File: src/design/ppc_pkg.sv
// Package for the PCI port control and status register bank.
// Assumes one bridge clock; register offsets are byte offsets in the page.
package ppc_pkg;

  // ==========================================================================
  // Register offsets
  localparam logic [11:0] CMD_OFS    = 12'h810;
  localparam logic [11:0] STS_OFS    = 12'h814;
  localparam logic [11:0] MLT_OFS    = 12'h81c;
  localparam logic [11:0] TLT_OFS    = 12'h830;

  // ==========================================================================
  // Command register fields (bit 0 is the least significant)
  localparam int CMD_SEC_RST  = 6;
  localparam int CMD_FBB_GEN  = 5;
  localparam int CMD_MWI      = 4;
  localparam int CMD_SYSTEM_ERROR_DRIVE_ENABLE  = 3;
  localparam int CMD_PAR_CHK  = 2;
  localparam int CMD_LOW_RANGE_UPSTREAM_ENABLE  = 1;
  localparam int CMD_NEGATIVE_DECODE_ENABLE  = 0;
  localparam logic [6:0] CMD_RESET = 7'h00;

  // ==========================================================================
  // Status register fields
  localparam int STS_FBB_CAP  = 8;
  localparam int STS_DPD      = 7;
  localparam int STS_DEVSEL   = 5;
  localparam int STS_STA      = 4;
  localparam int STS_RTA      = 3;
  localparam int STS_RMA      = 2;
  localparam int STS_SSE      = 1;
  localparam int STS_DPE      = 0;
  localparam logic [1:0] DEVSEL_TIMING = 2'h1;
  localparam logic [5:0] STS_RESET     = 6'h00;

  // ==========================================================================
  // Latency timers
  localparam int MLT_WIDTH      = 8;
  localparam int MLT_ZERO_BITS  = 3;
  localparam int TLT_WIDTH      = 7;
  localparam int TLT_ZERO_BITS  = 2;
  localparam int TLT_EN_BIT     = 7;
  localparam logic [7:0] MLT_RESET   = 8'h00;
  localparam logic [6:0] TLT_RESET   = 7'h00;
  localparam logic [6:0] TLT_DEFAULT = 7'h08;

  // ==========================================================================
  // Upstream decode windows
  localparam logic [31:0] LOW_TOP  = 32'hefff_ffff;
  localparam logic [31:0] NEG_BASE = 32'hf000_0000;

endpackage

File: src/design/ppc_lat_timer.sv
// Down-counting latency timer with a one-cycle expiry pulse.
// Assumes start and stop come from logic on the same clock.
`timescale 1ns/1ps
`default_nettype none
module ppc_lat_timer #(
  parameter int W = 8
) (
  input  wire logic         clk,
  input  wire logic         rst_n,
  input  wire logic         start,
  input  wire logic         stop,
  input  wire logic [W-1:0] load_val,
  output logic              running,
  output logic              expired
);

  // ==========================================================================
  // Elaboration check
  if (W < 2) begin : g_chk
    $error("ppc_lat_timer: W must be at least 2");
  end

  logic [W-1:0] cnt_q;

  // Count state; a zero load expires at once rather than hanging
  always_ff @(posedge clk) begin
    if (!rst_n) begin
      cnt_q   <= '0;
      running <= 1'b0;
    end else if (stop) begin
      running <= 1'b0;
    end else if (start) begin
      cnt_q   <= load_val;
      running <= (load_val != '0);
    end else if (running) begin
      cnt_q   <= cnt_q - 1'b1;
      running <= (cnt_q != {{(W-1){1'b0}}, 1'b1});
    end
  end

  // Expiry pulse on the last count
  always_ff @(posedge clk) begin
    if (!rst_n) begin
      expired <= 1'b0;
    end else begin
      expired <= !stop && ((start && load_val == '0) ||
                 (!start && running && cnt_q == {{(W-1){1'b0}}, 1'b1}));
    end
  end

endmodule
`default_nettype wire

File: src/design/ppc_regs.sv
// Control and status register bank of the downstream PCI port.
// Assumes register accesses and PCI event strobes share clk.
`timescale 1ns/1ps
`default_nettype none
module ppc_regs (
  input  wire logic        clk,
  input  wire logic        rst_n,
  // Register port
  input  wire logic        bus_id_load,
  input  wire logic        cmd_reset,
  input  wire logic        cmd_clear,
  input  wire logic        reg_wr,
  input  wire logic        reg_rd,
  input  wire logic [11:0] reg_addr,
  input  wire logic [31:0] reg_wdata,
  output logic [31:0]      reg_rdata,
  output logic             reg_rvalid,
  // PCI side events
  input  wire logic        is_master,
  input  wire logic        perr_seen,
  input  wire logic        parity_mismatch,
  input  wire logic        data_sink,
  input  wire logic        tgt_abort_sent,
  input  wire logic        tgt_abort_rcvd,
  input  wire logic        mst_abort,
  input  wire logic        mst_abort_cfg,
  input  wire logic        serr_req,
  input  wire logic        mst_start,
  input  wire logic        mst_stop,
  input  wire logic        tgt_start,
  input  wire logic        tgt_stop,
  input  wire logic        up_valid,
  input  wire logic        up_is_mem,
  input  wire logic [31:0] up_addr,
  // PCI side controls
  output logic             pci_rst_n,
  output logic             fast_b2b_gen_enable,
  output logic             parity_err_report,
  output logic             serr_out,
  output logic             serr_oe_n,
  output logic             mst_lat_expired,
  output logic             tgt_lat_expired,
  output logic             up_fwd_low,
  output logic             up_neg_claim
);

  // ==========================================================================
  // Helpers
  function automatic logic sticky(input logic set, input logic old, input logic clr);
    sticky = set | (old & ~clr);
  endfunction

  function automatic logic hit(input logic [11:0] a, input logic [11:0] ofs);
    hit = (a == ofs);
  endfunction

  // ==========================================================================
  // State
  logic        bus_id_valid_q;
  logic [6:0]  cmd_q;
  logic [7:0]  mlt_q;
  logic        tlt_en_q;
  logic [6:0]  tlt_q;
  logic        dpd_q, sta_q, rta_q, rma_q, sse_q, dpe_q;
  logic        acc_wr, acc_rd, sts_clr;
  logic        system_error_drive_enable, par_chk;
  logic [6:0]  tgt_cnt;
  logic        mst_lat_run, tgt_lat_run, mst_exp, tgt_exp;

  // Accesses are dropped until the bus id has been loaded
  assign acc_wr  = reg_wr && bus_id_valid_q;
  assign acc_rd  = reg_rd && bus_id_valid_q;
  assign sts_clr = cmd_clear || (acc_wr && hit(reg_addr, ppc_pkg::STS_OFS));
  assign system_error_drive_enable = cmd_q[ppc_pkg::CMD_SYSTEM_ERROR_DRIVE_ENABLE];
  assign par_chk = cmd_q[ppc_pkg::CMD_PAR_CHK];

  // Bus id gate; a command reset does not forget the id
  always_ff @(posedge clk) begin
    if (!rst_n) begin
      bus_id_valid_q <= 1'b0;
    end else if (bus_id_load) begin
      bus_id_valid_q <= 1'b1;
    end
  end

  // ==========================================================================
  // Command register
  always_ff @(posedge clk) begin
    if (!rst_n || cmd_reset) begin
      cmd_q <= ppc_pkg::CMD_RESET;
    end else if (acc_wr && hit(reg_addr, ppc_pkg::CMD_OFS)) begin
      cmd_q <= reg_wdata[6:0];
      cmd_q[ppc_pkg::CMD_MWI] <= 1'b0;
    end
  end

  // Timer registers; hardwired low bits never store
  always_ff @(posedge clk) begin
    if (!rst_n || cmd_reset) begin
      mlt_q    <= ppc_pkg::MLT_RESET;
      tlt_en_q <= 1'b0;
      tlt_q    <= ppc_pkg::TLT_RESET;
    end else if (acc_wr) begin
      if (hit(reg_addr, ppc_pkg::MLT_OFS)) begin
        mlt_q <= {reg_wdata[7:ppc_pkg::MLT_ZERO_BITS], 3'h0};
      end
      if (hit(reg_addr, ppc_pkg::TLT_OFS)) begin
        tlt_en_q <= reg_wdata[ppc_pkg::TLT_EN_BIT];
        tlt_q    <= {reg_wdata[6:ppc_pkg::TLT_ZERO_BITS], 2'h0};
      end
    end
  end

  // ==========================================================================
  // Sticky status flags; a same-cycle event beats the clear
  always_ff @(posedge clk) begin
    if (!rst_n || cmd_reset) begin
      {dpd_q, sta_q, rta_q, rma_q, sse_q, dpe_q} <= ppc_pkg::STS_RESET;
    end else begin
      dpd_q <= sticky(is_master && perr_seen && par_chk, dpd_q, sts_clr);
      sta_q <= sticky(tgt_abort_sent, sta_q, sts_clr);
      rta_q <= sticky(tgt_abort_rcvd, rta_q, sts_clr);
      rma_q <= sticky(mst_abort && !mst_abort_cfg, rma_q, sts_clr);
      sse_q <= sticky(!serr_oe_n, sse_q, sts_clr);
      dpe_q <= sticky(data_sink && parity_mismatch, dpe_q, sts_clr);
    end
  end

  // ==========================================================================
  // Read data; unmapped offsets answer zero
  always_ff @(posedge clk) begin
    if (!rst_n) begin
      reg_rdata  <= 32'h0000_0000;
      reg_rvalid <= 1'b0;
    end else begin
      reg_rvalid <= acc_rd;
      if (acc_rd) begin
        reg_rdata <= 32'h0000_0000;
        case (reg_addr)
          ppc_pkg::CMD_OFS: begin
            reg_rdata[6:0] <= cmd_q;
            reg_rdata[ppc_pkg::CMD_MWI] <= 1'b0;
          end
          ppc_pkg::STS_OFS: begin
            reg_rdata[ppc_pkg::STS_FBB_CAP] <= 1'b1;
            reg_rdata[ppc_pkg::STS_DPD]     <= dpd_q;
            reg_rdata[6:5] <= ppc_pkg::DEVSEL_TIMING;
            reg_rdata[4:0] <= {sta_q, rta_q, rma_q, sse_q, dpe_q};
          end
          ppc_pkg::MLT_OFS: begin
            reg_rdata[7:0] <= mlt_q;
          end
          ppc_pkg::TLT_OFS: begin
            reg_rdata[7:0] <= {tlt_en_q, tlt_q};
          end
          default: begin
            reg_rdata <= 32'h0000_0000;
          end
        endcase
      end
    end
  end

  // ==========================================================================
  // PCI side controls; reset stays asserted until software releases it
  always_ff @(posedge clk) begin
    if (!rst_n) begin
      pci_rst_n           <= 1'b0;
      fast_b2b_gen_enable <= 1'b0;
      parity_err_report   <= 1'b0;
    end else begin
      pci_rst_n           <= cmd_q[ppc_pkg::CMD_SEC_RST];
      fast_b2b_gen_enable <= cmd_q[ppc_pkg::CMD_FBB_GEN];
      // The master parity flag dpd_q is also gated by this bit; dpe_q is not
      parity_err_report   <= par_chk && parity_mismatch;
    end
  end

  // SERR is open drain: driven low only while enabled
  always_ff @(posedge clk) begin
    if (!rst_n) begin
      serr_out  <= 1'b1;
      serr_oe_n <= 1'b1;
    end else begin
      serr_out  <= 1'b0;
      serr_oe_n <= !(serr_req && system_error_drive_enable);
    end
  end

  // Upstream decode, one cycle after the address
  always_ff @(posedge clk) begin
    if (!rst_n) begin
      up_fwd_low   <= 1'b0;
      up_neg_claim <= 1'b0;
    end else begin
      up_fwd_low   <= up_valid && up_addr <= ppc_pkg::LOW_TOP &&
                      cmd_q[ppc_pkg::CMD_LOW_RANGE_UPSTREAM_ENABLE];
      up_neg_claim <= up_valid && up_is_mem && up_addr >= ppc_pkg::NEG_BASE &&
                      cmd_q[ppc_pkg::CMD_NEGATIVE_DECODE_ENABLE];
    end
  end

  // ==========================================================================
  // Latency timers
  assign tgt_cnt = tlt_en_q ? tlt_q : ppc_pkg::TLT_DEFAULT;

  ppc_lat_timer #(.W(ppc_pkg::MLT_WIDTH)) u_mst_lat (
    .clk      (clk),
    .rst_n    (rst_n),
    .start    (mst_start && is_master),
    .stop     (mst_stop),
    .load_val (mlt_q),
    .running  (mst_lat_run),
    .expired  (mst_exp)
  );

  ppc_lat_timer #(.W(ppc_pkg::TLT_WIDTH)) u_tgt_lat (
    .clk      (clk),
    .rst_n    (rst_n),
    .start    (tgt_start),
    .stop     (tgt_stop),
    .load_val (tgt_cnt),
    .running  (tgt_lat_run),
    .expired  (tgt_exp)
  );

  // Expiry pulses retimed so outputs come from flops here
  always_ff @(posedge clk) begin
    if (!rst_n) begin
      mst_lat_expired <= 1'b0;
      tgt_lat_expired <= 1'b0;
    end else begin
      mst_lat_expired <= mst_exp;
      tgt_lat_expired <= tgt_exp;
    end
  end
endmodule
`default_nettype wire

File: config.mk
export PLATFORM = sky130hd
export DESIGN_NAME = ppc_regs
export DESIGN_NICKNAME = d
export VERILOG_FILES = /design/src/design/ppc_pkg.sv /design/src/design/ppc_lat_timer.sv /design/src/design/ppc_regs.sv
export SDC_FILE = /design/constraint.sdc
export NUM_CORES = 1
export LEC_CHECK = 0
export BUFFER_PORTS_ARGS = -buffer_cell sky130_fd_sc_hd__buf_2
export CORE_MARGIN = 4
export CORE_UTILIZATION = 45
export DETAILED_ROUTE_END_ITERATION = 7
export PLACE_DENSITY = 0.81
export SYNTH_ARGS = -nofsm -noshare
export SYNTH_HDL_FRONTEND = slang
export SYNTH_SLANG_ARGS = --single-unit
File: constraint.sdc
create_clock -name clk -period 2.2 [get_ports clk]
set_input_delay 0 -clock clk [delete_from_list [all_inputs] [get_ports clk]]
set_output_delay 0 -clock clk [all_outputs]
set_load 0.02 [all_outputs]
==> reports/results.ini <==
[status]
status = finished, final reports clean

[global_route]
grt_max_degree = 22
grt_pass1_vias = 2924
grtUsageTotal_pct = 20.3
gr-total-overflow = 0
grt_pass1_wl_um = 13800
antenna_found_initial = 0

[logic_synthesis]
synth_common_cells = dfxtp_1, nor2_1, a21oi_1
postSynthAreaPerCell_um2 = 8.51
yosysTopAreaCell = dfxtp_1
synth_top_area_share_pct = 39.6
synth_edf_count = 0
synth_area_um2 = 3130
async_reset_ff_share_pct = 0
ys.flop_type = dfxtp_1
yosysMostFrequentCell = dfxtp_1
ys_types = 56
synth_area_leaders = dfxtp_1, a21oi_1, buf_4
yosys_warnings = 0
ys_seq_area_share_pct = 39.6
postSynthCellCount = 368
ys_ff_latch = 62

[route]
route.detailed.drc = 0
vias_per_cell = 5.48
vias = 3059
post_drt_wl_per_cell_um = 14.8
dr.pass1.iters = 4
initialDrtViolationCount = 123
drtAntennaViolNets = 0
wirelength_um = 8250

[setup_path]
endpoint_kind = flop
cp_max_fo = 18
cp-start-kind = input port
critPathRequiredTime_ns = 2.43
r2r_slack_ns = 0.14
criticalPathCategory = in -> reg
cp.arrival_ns = 2.34

[timing]
holdWs_ns = 0.0485
hold_viol = 0
finalSetupViolCount = 0
fin_worst_skew_ns = 0.00601
fmax_mhz = 474
drv_slew = 0
setup_tns_ns = 0
worstMarginPinSlew_ns = 0.768
worst_slack_ns = 0.0917
layout_min_cycle_time_ns = 2.11
post-route-period-util_pct = 95.8
maxSlewHeadroom_pct = 48.6
rsz0062_at_grt = false

[min_path]
hold_path.class = in -> reg

[pwr]
comb_power_share_pct = 12.3
clkPwrFrac_pct = 40.3
power_density_nw_per_um2 = 624
intPower_w = 0.00180
max-vdd-ir-drop_v = 0.000394
p_switching_w = 0.000636
swShare_pct = 26.1
p_seq_share_pct = 47.5
p_leak_nw = 1.52
p_total_w = 0.00244

[floorplan]
num_rows = 30
fp.dieW_um = 91.4
start_util_pct = 46.1
coreArea_um2 = 6790
dieHeight_um = 91.4
io_pins = 140
dieArea_um2 = 8360

[final_layout]
nFillCells = 618
design_area_um2 = 3910
antennaDiodeCount = 0
area_growth_pct = 24.8
final_layout_size_suffix_gt1_share_pct = 20.6
fin_nets = 560

[clock_network]
cts_made_buffers = 9
cts-htree-levels = 3
cts_resized = 0
clock_sinks = 62
root_buffer = clkbuf_8
cts_buffer_depth = 2
clk_pin_slew_ns = 0.07
clock_latency_ns = 0.34
cts_tree = done

[place]
dp_hpwl_um = 5560
place_ws_ns = 0.678
post_dp_cell_area_um2 = 3390
place_congestion = 0.849
io_buffers = 64

[job]
maxCapViolations = 0

==> power by group through the flow <==
stage                     sequential [W]  clock [W]  combinational, W
after global routing             0.00116    0.00105          0.000330
after global placement           0.00118          0          0.000251
after floorplan                  0.00118          0          0.000207
final                            0.00116   0.000982          0.000299
after CTS                        0.00116    0.00100          0.000295
after detailed placement         0.00118          0          0.000257
==> cells by family after synthesis <==
kind of cell,share of synthesized area [%]
compound gates,23.2
other cells,0.120
buf+inv,10.6
mux,1.92
fa+ha+maj,1.60
simple gates,23.0
flops,39.6
==> final timing paths <==
path / cells after the start / start / end
setup / recovery: 8 / reg_addr[8] / rma_q
hold / removal: 3 / up_addr[28] / up_fwd_low
setup reg to reg: 6 / bus_id_valid_q / rma_q
hold reg to reg: 1 / cmd_q[3] / serr_oe_n
==> worst max-delay path, stage by stage <==
cell and delay (ns):
dlygate4sd3_1 0.56, buf_2 0.13, nor3b_2 0.27, and4_1 0.23, buf_4 0.24, a211oi_4 0.12
a32o_1 0.23, dlygate4sd3_1 0.56
==> routing by layer <==
layer  vias up  GRT usage (%)  part of all wire, %
li1       1488              -                    -
met1      1443           24.3                   40
met2       108           34.3                   50
met3        20           6.38                  7.0
met4         0           6.66                  2.4
met5         -              0                    0
==> layout by cell type, fill, tap and decap left out, types with 4 or more instances in the layout <==
cell type      count
dlygate4sd3_1     33
mux2i_1            6
nor2_1            39
nor2b_1            4
and2_1             7
nor3_1             7
dfxtp_1           62
nand3_1           15
a22o_1             4
a21oi_1           38
o31ai_1           15
buf_4              4
a22oi_1            4
ha_1               4
a32oi_1            5
nand4_1           17
buf_2             64
a31oi_1            6
clkbuf_8          10
o21ai_0           16
conb_1            23
inv_1              9
nand2b_1           7
nand2_1           13
==> state kept, by name, summed over array words and instances (netlist names), 5 cells and up <==
signal / flops
mlt_q: 5
cmd_q: 6
tlt_q: 5
u_tgt_lat.cnt_q: 7
u_mst_lat.cnt_q: 8
reg_rdata: 9
==> per-stage QoR <==
step                      instances  utilization, %
after global routing            558            57.6
after global placement          510            49.9
after CTS                       558            57.6
after detailed placement        510            49.9
final                           558            57.6
after floorplan                 390               -
==> timing repair <==
action / in CTS / in global routing
buffers inserted: 0 / 0
hold endpoints to repair: 36 / 0
hold buffers: 33 / 0
==> cell type report <==
cell class	count	area, um^2	share of cell area, %
Multi-Input combinational cell	274	1640	42.0
Sequential cell	62	1240	31.7
Timing Repair Buffer	101	681	17.4
Clock buffer	11	141	3.61
Tap cell	96	120	3.07
Clock inverter	4	47.5	1.22
Inverter	10	37.5	0.960
Note: power is estimated with default switching activity, not from simulation.
